File: src/logic/sxo_pkg.sv
// constants for the skip-test / exclusive-or / table-write execute unit
// assumes one clk, async active-high reset, 8-bit data, 16-bit instruction words
package sxo_pkg;

    // ************************************************************
    // opcode masks and patterns
    // ************************************************************
    localparam logic [15:0] MASK_TST   = 16'hfe00; // test reg, skip if zero
    localparam logic [15:0] PAT_TST    = 16'h6600;
    localparam logic [15:0] MASK_XOR_REG_OP = 16'hfc00; // xor w with register
    localparam logic [15:0] PAT_XOR_REG_OP  = 16'h1800;
    localparam logic [15:0] MASK_XOR_LITERAL_OP = 16'hff00; // xor w with literal
    localparam logic [15:0] PAT_XOR_LITERAL_OP  = 16'h0a00;
    localparam logic [15:0] MASK_TABLE_WRITE_OP = 16'hfffc; // table write family
    localparam logic [15:0] PAT_TABLE_WRITE_OP  = 16'h000c;

    // ************************************************************
    // field positions
    // ************************************************************
    localparam int BIT_DEST = 9;
    localparam int BIT_BANK = 8;

    // table write pointer modes (low two opcode bits)
    localparam logic [1:0] TBL_PLAIN = 2'h0;
    localparam logic [1:0] TBL_POSTI = 2'h1;
    localparam logic [1:0] TBL_POSTD = 2'h2;
    localparam logic [1:0] TBL_PREI  = 2'h3;

    // ************************************************************
    // addressing constants
    // ************************************************************
    localparam logic [7:0] ACC_SPLIT = 8'h80; // access bank low/high split
    localparam logic [7:0] ILO_LIMIT = 8'h5f; // indexed offset upper bound
    localparam logic [3:0] ACC_HIGH  = 4'hf;  // bank of the high access half
    localparam logic [3:0] ACC_LOW   = 4'h0;

    // ************************************************************
    // quarter phases and sequencer
    // ************************************************************
    localparam logic [1:0] Q1 = 2'h0;
    localparam logic [1:0] Q2 = 2'h1;
    localparam logic [1:0] Q3 = 2'h2;
    localparam logic [1:0] Q4 = 2'h3;
    localparam logic [1:0] SKIP_ONE = 2'h1; // flushed words after a skip
    localparam logic [1:0] SKIP_TWO = 2'h2;

    typedef enum logic [1:0] {
        SXO_IDLE = 2'b00,
        SXO_EXEC = 2'b01,
        SXO_TBL2 = 2'b10,
        SXO_SKIP = 2'b11
    } sxo_state_t;

endpackage

File: src/logic/sxo_core.sv
// execute unit for test-and-skip, xor literal, xor register and table write
// assumes the fetch path holds instr_word with instr_valid until instr_ready,
// data memory returns read data the cycle after dm_rd_en, and writes on dm_wr_en
// Functional notes
// - test-and-skip decoded from 0110011a ffffffff; flags stay untouched.
// - zero register discards prefetched word, runs a nop; two cycles total.
// - skip over a two-word instruction flushes both words; three cycles.
// - bank bit zero selects access bank, one selects bank by bank select.
// - bank bit zero, extension on, address at most 5fh: indexed offset mode.
// - xor literal: w xor immediate into w, only n and z change, one cycle.
// - xor register decoded from 000110da ffffffff; updates n and z; one cycle.
// - xor register result goes to w when d is zero, else to the register.
module sxo_core #(
    parameter int ADDR_W = 12,
    parameter int PTR_W  = 22
) (
    input  wire logic              clk,
    input  wire logic              sys_rst,
    input  wire logic              instr_valid,
    input  wire logic [15:0]       instr_word,
    input  wire logic              next_two_word,
    input  wire logic [ADDR_W-9:0] bank_select_reg,
    input  wire logic              ext_enable,
    input  wire logic [ADDR_W-1:0] index_base,
    input  wire logic [7:0]        dm_rd_data,
    input  wire logic [7:0]        table_latch,
    input  wire logic              ptr_load,
    input  wire logic [PTR_W-1:0]  ptr_load_val,
    output logic                   instr_ready,
    output logic                   instr_done,
    output logic                   flush_prefetch,
    output logic                   skip_active,
    output logic [ADDR_W-1:0]      dm_addr,
    output logic                   dm_rd_en,
    output logic                   dm_wr_en,
    output logic [7:0]             dm_wr_data,
    output logic [7:0]             w_value,
    output logic                   flag_n,
    output logic                   flag_z,
    output logic                   tbl_wr_en,
    output logic [PTR_W-1:0]       tbl_wr_addr,
    output logic [7:0]             tbl_wr_data,
    output logic [PTR_W-1:0]       table_pointer
);

    // ************************************************************
    // state and decode
    // ************************************************************
    sxo_pkg::sxo_state_t state_reg;
    sxo_pkg::sxo_state_t state_next;
    logic [1:0]          q_reg;
    logic [1:0]          skip_left_reg;
    logic [15:0]         ir_reg;
    logic [7:0]          result_reg;
    logic                ready_reg;

    wire logic            op_tst;
    wire logic            op_xor_reg_op;
    wire logic            op_xor_literal_op;
    wire logic            op_table_write_op;
    wire logic [1:0]      tbl_mode;
    wire logic            in_exec;
    wire logic            last_q;
    wire logic            skip_go;
    wire logic [7:0]      operand;
    wire logic [7:0]      xor_result;
    wire logic [ADDR_W-1:0] fa_addr;
    wire logic            fa_indexed;

    assign op_tst     = (ir_reg & sxo_pkg::MASK_TST) == sxo_pkg::PAT_TST;
    assign op_xor_reg_op   = (ir_reg & sxo_pkg::MASK_XOR_REG_OP) == sxo_pkg::PAT_XOR_REG_OP;
    assign op_xor_literal_op   = (ir_reg & sxo_pkg::MASK_XOR_LITERAL_OP) == sxo_pkg::PAT_XOR_LITERAL_OP;
    assign op_table_write_op   = (ir_reg & sxo_pkg::MASK_TABLE_WRITE_OP) == sxo_pkg::PAT_TABLE_WRITE_OP;
    assign tbl_mode   = ir_reg[1:0];
    assign in_exec    = state_reg == sxo_pkg::SXO_EXEC;
    assign last_q     = q_reg == sxo_pkg::Q4;
    // zero test result is latched in Q3 into result_reg
    assign skip_go    = op_tst && (result_reg == 8'h00);
    assign operand    = op_xor_literal_op ? ir_reg[7:0] : dm_rd_data;
    assign xor_result = op_tst ? dm_rd_data : (w_value ^ operand);

    sxo_addr #(
        .ADDR_W (ADDR_W)
    ) u_addr (
        .file_addr       (ir_reg[7:0]),
        .bank_bit        (ir_reg[sxo_pkg::BIT_BANK]),
        .bank_select_reg (bank_select_reg),
        .ext_enable      (ext_enable),
        .index_base      (index_base),
        .mem_addr        (fa_addr),
        .indexed         (fa_indexed)
    );

    // ************************************************************
    // sequencer
    // ************************************************************
    // each instruction cycle is four clocks, one per quarter phase
    always_comb begin
        state_next = state_reg;
        case (state_reg)
            sxo_pkg::SXO_IDLE: begin
                if (instr_valid) state_next = sxo_pkg::SXO_EXEC;
            end
            sxo_pkg::SXO_EXEC: begin
                if (last_q && op_table_write_op) state_next = sxo_pkg::SXO_TBL2;
                else if (last_q && skip_go) state_next = sxo_pkg::SXO_SKIP;
                else if (last_q) state_next = sxo_pkg::SXO_IDLE;
            end
            sxo_pkg::SXO_TBL2: begin
                if (last_q) state_next = sxo_pkg::SXO_IDLE;
            end
            sxo_pkg::SXO_SKIP: begin
                if (last_q && skip_left_reg == sxo_pkg::SKIP_ONE) state_next = sxo_pkg::SXO_IDLE;
            end
            default: state_next = sxo_pkg::SXO_IDLE;
        endcase
    end

    always_ff @(posedge clk or posedge sys_rst) begin
        if (sys_rst) begin
            state_reg <= sxo_pkg::SXO_IDLE;
            q_reg     <= sxo_pkg::Q1;
        end else begin
            state_reg <= state_next;
            q_reg     <= (state_reg == sxo_pkg::SXO_IDLE) ? sxo_pkg::Q1 : q_reg + 2'h1;
        end
    end

    // handshake and status strobes, all registered
    always_ff @(posedge clk or posedge sys_rst) begin
        if (sys_rst) begin
            ready_reg      <= 1'b1;
            instr_done     <= 1'b0;
            flush_prefetch <= 1'b0;
            skip_active    <= 1'b0;
            ir_reg         <= 16'h0000;
        end else begin
            ready_reg      <= state_next == sxo_pkg::SXO_IDLE;
            instr_done     <= state_reg != sxo_pkg::SXO_IDLE && state_next == sxo_pkg::SXO_IDLE;
            flush_prefetch <= in_exec && last_q && skip_go;
            skip_active    <= state_next == sxo_pkg::SXO_SKIP;
            if (state_reg == sxo_pkg::SXO_IDLE && instr_valid) ir_reg <= instr_word;
        end
    end
    assign instr_ready = ready_reg;

    // two-word follower costs one more flushed cycle
    always_ff @(posedge clk or posedge sys_rst) begin
        if (sys_rst) begin
            skip_left_reg <= 2'h0;
        end else if (in_exec && last_q) begin
            skip_left_reg <= next_two_word ? sxo_pkg::SKIP_TWO : sxo_pkg::SKIP_ONE;
        end else if (state_reg == sxo_pkg::SXO_SKIP && last_q) begin
            skip_left_reg <= skip_left_reg - 2'h1;
        end
    end

    // ************************************************************
    // data memory and working register
    // ************************************************************
    // address formed in Q1, read in Q2, processed in Q3, written in Q4
    always_ff @(posedge clk or posedge sys_rst) begin
        if (sys_rst) begin
            dm_addr  <= '0;
            dm_rd_en <= 1'b0;
        end else begin
            if (in_exec && q_reg == sxo_pkg::Q1) dm_addr <= fa_addr;
            dm_rd_en <= in_exec && q_reg == sxo_pkg::Q1 && (op_tst || op_xor_reg_op);
        end
    end

    // test never writes; xor register writes back only with d set
    always_ff @(posedge clk or posedge sys_rst) begin
        if (sys_rst) begin
            result_reg <= 8'h00;
            dm_wr_en   <= 1'b0;
            dm_wr_data <= 8'h00;
        end else begin
            if (in_exec && q_reg == sxo_pkg::Q3) result_reg <= xor_result;
            dm_wr_en <= in_exec && q_reg == sxo_pkg::Q3 && op_xor_reg_op && ir_reg[sxo_pkg::BIT_DEST];
            if (in_exec && q_reg == sxo_pkg::Q3) dm_wr_data <= xor_result;
        end
    end

    // flags change in Q3 for the xor forms only
    always_ff @(posedge clk or posedge sys_rst) begin
        if (sys_rst) begin
            flag_n <= 1'b0;
            flag_z <= 1'b0;
        end else if (in_exec && q_reg == sxo_pkg::Q3 && (op_xor_literal_op || op_xor_reg_op)) begin
            flag_n <= xor_result[7];
            flag_z <= xor_result == 8'h00;
        end
    end

    // w is written in Q4
    always_ff @(posedge clk or posedge sys_rst) begin
        if (sys_rst) begin
            w_value <= 8'h00;
        end else if (in_exec && last_q && (op_xor_literal_op || (op_xor_reg_op && !ir_reg[sxo_pkg::BIT_DEST]))) begin
            w_value <= result_reg;
        end
    end

    // ************************************************************
    // table write
    // ************************************************************
    // pointer load is taken only while idle so it cannot race an update
    always_ff @(posedge clk or posedge sys_rst) begin
        if (sys_rst) begin
            table_pointer <= '0;
        end else if (state_reg == sxo_pkg::SXO_IDLE && ptr_load) begin
            table_pointer <= ptr_load_val;
        end else if (in_exec && q_reg == sxo_pkg::Q1 && op_table_write_op && tbl_mode == sxo_pkg::TBL_PREI) begin
            table_pointer <= table_pointer + PTR_W'(1);
        end else if (state_reg == sxo_pkg::SXO_TBL2 && last_q) begin
            if (tbl_mode == sxo_pkg::TBL_POSTI) table_pointer <= table_pointer + PTR_W'(1);
            if (tbl_mode == sxo_pkg::TBL_POSTD) table_pointer <= table_pointer - PTR_W'(1);
        end
    end

    // holding register write in Q4 of the second cycle
    always_ff @(posedge clk or posedge sys_rst) begin
        if (sys_rst) begin
            tbl_wr_en   <= 1'b0;
            tbl_wr_addr <= '0;
            tbl_wr_data <= 8'h00;
        end else begin
            tbl_wr_en <= state_reg == sxo_pkg::SXO_TBL2 && q_reg == sxo_pkg::Q3;
            if (state_reg == sxo_pkg::SXO_TBL2 && q_reg == sxo_pkg::Q3) begin
                tbl_wr_addr <= table_pointer;
                tbl_wr_data <= table_latch;
            end
        end
    end
endmodule

File: src/logic/sxo_addr.sv
// data memory address former for file-register operands
// assumes bank select and index base are stable while an operand is formed
module sxo_addr #(
    parameter int ADDR_W = 12
) (
    input  wire logic [7:0]        file_addr,
    input  wire logic              bank_bit,
    input  wire logic [ADDR_W-9:0] bank_select_reg,
    input  wire logic              ext_enable,
    input  wire logic [ADDR_W-1:0] index_base,
    output wire logic [ADDR_W-1:0] mem_addr,
    output wire logic              indexed
);

    // ************************************************************
    // bank selection
    // ************************************************************
    wire logic [ADDR_W-9:0] acc_bank;
    wire logic [ADDR_W-1:0] banked;
    wire logic [ADDR_W-1:0] idx_sum;

    // low half of the access bank maps to bank 0, high half to the top bank
    assign acc_bank = (file_addr < sxo_pkg::ACC_SPLIT) ? (ADDR_W-8)'(sxo_pkg::ACC_LOW)
                                                       : (ADDR_W-8)'(sxo_pkg::ACC_HIGH);
    assign banked   = bank_bit ? {bank_select_reg, file_addr} : {acc_bank, file_addr};
    // indexed offset only reaches the low access half, so the sum is a plain add
    assign indexed  = !bank_bit && ext_enable && (file_addr <= sxo_pkg::ILO_LIMIT);
    assign idx_sum  = index_base + ADDR_W'(file_addr);
    assign mem_addr = indexed ? idx_sum : banked;

endmodule

File: config.mk
export PLATFORM = sky130hd
export DESIGN_NAME = sxo_core
export DESIGN_NICKNAME = d
export VERILOG_FILES = /design/src/logic/sxo_pkg.sv /design/src/logic/sxo_core.sv /design/src/logic/sxo_addr.sv
export SDC_FILE = /design/constraint.sdc
export NUM_CORES = 1
export LEC_CHECK = 0
export ABC_AREA = 0
export BUFFER_PORTS_ARGS = -buffer_cell sky130_fd_sc_hd__buf_2
export CAP_MARGIN = 0
export CORE_MARGIN = 4
export CORE_UTILIZATION = 53
export DETAILED_ROUTE_END_ITERATION = 12
export MAX_ROUTING_LAYER = met4
export PLACE_DENSITY_LB_ADDON = 0.05
export RECOVER_POWER = 25
export SYNTH_ARGS = -nofsm -noshare
export SYNTH_HDL_FRONTEND = slang
export SYNTH_SLANG_ARGS = --single-unit
File: constraint.sdc
create_clock -name clk -period 4.4 [get_ports clk]
set_clock_uncertainty 0.05 [all_clocks]
set_input_delay 0.44 -clock clk [delete_from_list [all_inputs] [get_ports clk]]
set_output_delay 0.44 -clock clk [all_outputs]
set_load 0.01 [all_outputs]
==> metrics.yaml, run 1 <==
global_route:
  grt_remaining_overflow: 0
  grt_use_total_pct: 26.2
  grt_pass1_vias: 5343
  grt_max_degree: 89
  grt_pass1_wl_mm: 26.6
  antenna_found_initial: 0
cts:
  numCtsBuffers: 9
  cts_tree: "built"
  clk_latency_ns: 0.35
  post-cts-setup-buffers: 0
  hold_buffers: 0
  path_clk_slew_ns: 0.07
  cts_root_buffer: "clkbuf_16"
  cts_max_level: 3
  clockBufferDepth: 2
  clock_sinks: 111
  cts_resized: 0
synthesis:
  synthMostInstantiatedCell: "dfrtp_1"
  synthArstFlopShare_pct: 100
  ys_dominant_reg_cell: "dfrtp_1"
  yosys-top-cells-area: "dfrtp_1 (46%), mux2_2 (8.5%), nand2_1 (5.3%), a21oi_1 (3.9%), ha_1 (3.4%)"
  ys_seq_area_share_pct: 46.5
  synth_area_mm2: 0.00597
  synth-seq-cells: 111
  synth_top_area_share_pct: 46.1
  yosys_warnings: 0
  synth_enable_flop_cells: 0
  ys_types: 62
  netlist_instances: 615
  synth_fp_nets: 708
  yosys.area.top_type: "dfrtp_1"
  synth_common_cells: "dfrtp_1 (110), nand2_1 (84), nor2_1 (50)"
  avgSynthCellArea_um2: 9.71
timing:
  setup_tns_ns: 0
  finalMaxSlewViolations: 0
  max_freq_mhz: 335
  worst_pin_slew_ns: 1.10
  worst_hold_slack_ns: 0.217
  rsz0062_at_grt: "false"
  final-hold-violation-count: 0
  setup_viol: 0
  period_needed_ns: 2.99
  slew_headroom_pct: 26.8
  min_period_over_period_pct: 67.9
setup_path:
  required_ns: 4.58
  cp_num_cells: 9
  worst_setup_path_end_kind: "flip-flop"
  worst_r2r_path_depth: 9
  critPathLaunchType: "flip-flop"
  worstReg2RegStart: "q_reg[0]$_DFF_PP0_"
  slowest_delay_ns: 0.70
  reg2reg_to: "table_pointer[15]$_DFFE_PP0P_"
  crit_fanout: 12
  cp_slowest_cell: "or4b_2"
  setup.worst_path.class: "reg2reg"
  cp_num_buf_inv: 1
  crit_chain: "inv_1, ha_1, and3b_1, nand2_1, o21a_1, or4b_2, a21oi_1, xnor2_1, a21oi_1"
  crit_path_frequent_cell: "a21oi_1"
  cp.arrival_ns: 3.17
  cp_top_family: "simple AND/OR/NAND/NOR gates"
  r2r_slack_ns: 1.41
run:
  drv_cap: 0
detailed_routing:
  vias: 5240
  wl_met1_mm: 6.45
  routed_wl_mm: 15.8
  drtPass1Iterations: 5
  first_iter_violations: 382
  wl_per_cell_um: 17.4
  wl_met3_um: 844
  via_per_inst: 5.75
  top_layer_used: "met4"
  drc_errors: 0
  final_antenna_net_count: 0
  dr_wl_met2_mm: 8.21
floorplan:
  die_h_um: 114
  initial_core_util_pct: 54.6
  die_w_um: 114
  ioPinCount: 165
  num_rows: 38
  core-area_mm2: 0.0109
  dieArea_mm2: 0.0130
layout:
  num_antenna_cells: 0
  multiInputGateArea_mm2: 0.00302
  fin_nets: 860
  register_area_mm2: 0.00278
  syn_to_final_growth_pct: 20.3
  fill_cells: 955
  drive_gt1_share_pct: 31.3
min_path:
  holdPathEnd: "tbl_wr_data[3]$_DFFE_PP0P_"
  min_from: "table_latch[3]"
  min_path_type: "in2reg"
  hold_depth: 3
power_and_ir_drop:
  power.density_mw_per_mm2: 675
  ir_drop_mv: 0.313
  cellLeakagePower_nw: 3.35
place:
  hpwl_mm: 11.8
  gp_congestion: 0.963
  io_buffers: 164
status:
  status: "finished clean"
==> cell families (layout without fill, tap and decap cells) <==
| family | count (synthesis) | in the layout | synth area share, % |
|---|---|---|---|
| AO/OA/AOI/OAI | 140 | 140 | 14.5 |
| XOR/XNOR | 27 | 27 | 3.96 |
| adder cells (fa/ha/maj) | 17 | 17 | 3.69 |
| buffers and inverters | 42 | 199 | 2.95 |
| flip-flops | 111 | 111 | 46.5 |
| multiplexers | 50 | 50 | 9.32 |
| AND/OR/NAND/NOR | 228 | 228 | 19.0 |
==> worst max-delay path by stage <==
| stage | from | endpoint |
|---|---|---|
| after global placement | q_reg[0]$_DFF_PP0_ | table_pointer[15]$_DFFE_PP0P_ |
| after floorplan | sys_rst | dm_addr[0]$_DFFE_PP0P_ |
| final | q_reg[0]$_DFF_PP0_ | table_pointer[15]$_DFFE_PP0P_ |
| after CTS | q_reg[0]$_DFF_PP0_ | table_pointer[15]$_DFFE_PP0P_ |
| after global routing | q_reg[0]$_DFF_PP0_ | table_pointer[15]$_DFFE_PP0P_ |
| after detailed placement | q_reg[0]$_DFF_PP0_ | table_pointer[15]$_DFFE_PP0P_ |
==> stage by stage <==
stage	area [um2]	utilization (%)	std cells	total power, mW	worst slack [ns]
3_5_place_dp	6880	63.0	896	4.03	1.44
5_1_grt	7190	65.7	912	5.25	1.17
3_3_place_gp	6880	63.0	896	3.95	1.54
4_1_cts	7190	65.7	912	4.89	1.43
2_1_floorplan	5970	-	615	3.27	0.981
6_report	7190	65.7	912	4.85	1.41
==> layout by cell type (no fill, tap or decap), types with 6 or more instances in the layout <==
cell       instances
buf_2            163
ha_1              16
mux2_2            45
o21ai_0           36
clkbuf_16          9
xor2_1             7
nand3_1           13
nor2b_1            6
nand4_1           12
nand2_1           84
inv_1             13
nor3_1            13
dfrtp_1          110
or3_1              9
nor4_1             7
o31ai_1            7
nor2_1            50
a21oi_1           47
xnor2_1           20
==> where the power goes <==
group	switching [mW]	leakage (nW)	internal, mW
Combinational	1.10	1.87	0.916
Sequential	0.505	1.33	1.48
Clock	0.373	0.146	0.473
==> final cells by class <==
cell class / count / share of cell area (%)
clock buffers: 13 / 3.62
clock inverters: 3 / 0.592
inverters: 14 / 0.766
multi-input cells: 462 / 42.0
flip-flops and latches: 111 / 38.7
well taps: 140 / 2.44
repair buffers: 169 / 11.9
==> worst register-to-register path: stages, from the launching register on <==
cell and delay, ns:
dfrtp_1 0.40, inv_1 0.09, ha_1 0.16, and3b_1 0.42
nand2_1 0.25, o21a_1 0.39, or4b_2 0.70, a21oi_1 0.18
xnor2_1 0.14, a21oi_1 0.08
==> metal layers <==
layer	vias to the layer above	track usage [%]
met1	2534	32.0
met4	0	8.87
met3	24	3.91
li1	2523	-
met2	159	44.7
met5	-	-
No activity file was read; power rests on OpenSTA's default activity.
==> inputs of run 2 (changes only) <==
--- a/config.mk
+++ b/config.mk
@@ -5,11 +5,11 @@
 export SDC_FILE = /design/constraint.sdc
 export NUM_CORES = 1
 export LEC_CHECK = 0
-export ABC_AREA = 0
+export ABC_AREA = 1
 export BUFFER_PORTS_ARGS = -buffer_cell sky130_fd_sc_hd__buf_2
 export CAP_MARGIN = 0
 export CORE_MARGIN = 4
-export CORE_UTILIZATION = 53
+export CORE_UTILIZATION = 54
 export DETAILED_ROUTE_END_ITERATION = 12
 export MAX_ROUTING_LAYER = met4
 export PLACE_DENSITY_LB_ADDON = 0.05
==> constraint.sdc (replaced) <==
create_clock -name clk -period 3 [get_ports clk]
set_clock_uncertainty 0.05 [all_clocks]
set_input_delay 0.3 -clock clk [delete_from_list [all_inputs] [get_ports clk]]
set_output_delay 0.3 -clock clk [all_outputs]
set_load 0.01 [all_outputs]
==> run 2 against run 1 <==
The run now ends with max-capacitance violations, max-slew violations left. Sequential power rose by 26%. Cell count rose by 37%. Synthesized cell count rose by 52%. Global-route usage rose by 0.47 points. Critical endpoint is now table_pointer[19]$_DFFE_PP0P_. Largest cell class unchanged. Combinational power rose by 53%. Register-to-register slack got worse by 0.67 ns. Wire length rose by 17%. Core utilization barely moved. Die area rose by 11%.
==> metrics.yaml, run 2 <==
cts:
  cts_root_buffer: "clkbuf_16"
  post-cts-setup-buffers: 0
  clock_sinks: 111
  numCtsBuffers: 9
  clockBufferDepth: 2
  hold_buffers: 0
  cts_max_level: 3
  cts_resized: 0
  clk_latency_ns: 0.36
  cts_tree: "built"
  path_clk_slew_ns: 0.08
synthesis:
  synth_common_cells: "nand2_1 (258), dfrtp_1 (110), nor2_1 (104)"
  synthArstFlopShare_pct: 100
  synth_top_area_share_pct: 40.5
  yosys.area.top_type: "dfrtp_1"
  yosys_warnings: 0
  synth-seq-cells: 111
  synthMostInstantiatedCell: "nand2_1"
  netlist_instances: 933
  avgSynthCellArea_um2: 7.29
  ys_dominant_reg_cell: "dfrtp_1"
  ys_seq_area_share_pct: 40.9
  synth_area_mm2: 0.00680
  yosys-top-cells-area: "dfrtp_1 (40%), nand2_1 (14%), nor2_1 (5.7%), inv_1 (5.0%), nand3_1 (4.6%)"
  synth_enable_flop_cells: 0
  ys_types: 47
  synth_fp_nets: 1026
detailed_routing:
  wl_per_cell_um: 14.8
  final_antenna_net_count: 0
  drtPass1Iterations: 5
  drc_errors: 0
  first_iter_violations: 525
  routed_wl_mm: 18.5
  via_per_inst: 5.22
  vias: 6531
global_route:
  grt_pass1_wl_mm: 30.2
  grt_remaining_overflow: 0
  grt_use_total_pct: 26.7
  grt_max_degree: 58
  antenna_found_initial: 0
  grt_pass1_vias: 6065
power_and_ir_drop:
  ir_drop_mv: 0.482
  cellLeakagePower_nw: 4.19
  power.density_mw_per_mm2: 853
layout:
  num_antenna_cells: 0
  mostFrequentLayoutCells: "nand2_1 (258), buf_2 (164), dfrtp_1 (110)"
  final_cells: 1251
  final_common_cell: "nand2_1"
  fill_cells: 1154
  postLayoutCoreUtil_pct: 65.7
  drive_gt1_share_pct: 21.6
  fin_nets: 1172
  syn_to_final_growth_pct: 17.5
setup_path:
  critPathLaunchType: "flip-flop"
  cp_slowest_cell: "inv_2"
  cp_top_family: "simple AND/OR/NAND/NOR gates"
  worstReg2RegStart: "q_reg[0]$_DFF_PP0_"
  cp_num_buf_inv: 2
  crit_chain: "inv_1, ha_1, nand2_2, nor2_4, nand3_4, nand3_2, inv_2, nor2_1, o21ai_1, nand2_1"
  crit_fanout: 22
  cp.arrival_ns: 2.46
  r2r_slack_ns: 0.74
  required_ns: 3.20
  setup.worst_path.class: "reg2reg"
  worst_setup_path_end_kind: "flip-flop"
  slowest_delay_ns: 0.44
  cp-startpoint: "q_reg[0]$_DFF_PP0_"
place:
  io_buffers: 164
  dpl.cell_count: 1236
  gp_congestion: 0.908
  hpwl_mm: 13.9
run:
  drv_cap: 1
floorplan:
  dieArea_mm2: 0.0145
  core-area_mm2: 0.0122
  die_h_um: 120
  die_w_um: 120
  ioPinCount: 165
  initial_core_util_pct: 55.9
  num_rows: 40
timing:
  setup_viol: 0
  rsz0062_at_grt: "false"
  period_needed_ns: 2.26
  final-hold-violation-count: 0
  min_period_over_period_pct: 75.3
  finalMaxSlewViolations: 35
  setup_tns_ns: 0
  worst_pin_slew_ns: 1.54
  slew_headroom_pct: -3.53
  max_freq_mhz: 443
status:
  violations: "max-capacitance violations, max-slew violations"
  status: "finished, violations left"
min_path:
  min_path_type: "in2reg"
  min_from: "table_latch[2]"
[run 2: changes by cell type in the layout (fill, tap and decap cells not counted), moves of 19 or more]
cell / delta
o21ai_0: +24
mux2_2: -41
nand2_1: +174
nor2_1: +54
inv_1: +76
nand3_1: +50
xnor2_1: -19
[run 2: where the power goes]
part	total, mW	switching (mW)	internal, mW
Clock	1.23	0.581	0.650
Combinational	3.07	1.95	1.12
Sequential	2.51	0.580	1.93
Total	6.82	3.11	3.70
[run 2: final timing paths]
check | to | depth (start not counted)
worst max-delay path | table_pointer[19]$_DFFE_PP0P_ | 10
worst min-delay path | tbl_wr_data[2]$_DFFE_PP0P_ | 3
worst max register to register | table_pointer[19]$_DFFE_PP0P_ | 10
worst min register to register | q_reg[0]$_DFF_PP0_ | 1
max in group asynchronous | tbl_wr_addr[12]$_DFFE_PP0P_ | 3
min in group asynchronous | instr_done$_DFF_PP0_ | 2
[run 2: per-layer routing]
layer / track usage, % / wire length [um] / vias to the layer above
li1: - / - / 3302
met1: 39.1 / 9060 / 2978
met2: 39.3 / 8100 / 235
met3: 5.19 / 1200 / 16
met4: 5.10 / 174 / 0
met5: - / 0 / -
[run 2: final cells by class]
type	count	area (um2)	area share [%]
Sequential cell	111	2780	34.8
Clock inverter	6	71.3	0.892
Multi-Input combinational cell	685	3450	43.1
Clock buffer	9	225	2.82
Timing Repair Buffer	169	871	10.9
Inverter	103	390	4.88
Tap cell	168	210	2.63
[run 2: kinds of logic after synthesis]
group | Yosys count | share of synthesized area [%]
simple gates | 497 | 32.2
compound gates | 144 | 11.6
buf+inv | 137 | 8.48
flops | 111 | 40.9
xor+xnor | 23 | 2.96
fa+ha+maj | 17 | 3.24
mux | 4 | 0.662
[run 2: stage by stage]
stage	hold WS, ns	area, um2	setup WS (ns)	power (mW)
after floorplan	0.360	6810	1.16	4.65
after global placement	0.399	7700	0.824	5.52
after detailed placement	0.412	7700	0.732	5.57
after CTS	0.0357	8000	0.728	6.82
after global routing	0.0869	7990	0.487	7.41
final	0.0883	7990	0.742	6.82
[run 2: worst reg2reg max path, delay by kind of cell (launching register included)]
family / cells / cell delay [ns]
AO/OA/AOI/OAI: 1 / 0.10
adder cells (fa/ha/maj): 1 / 0.21
flip-flops: 1 / 0.37
AND/OR/NAND/NOR: 6 / 0.89
buffers and inverters: 2 / 0.52
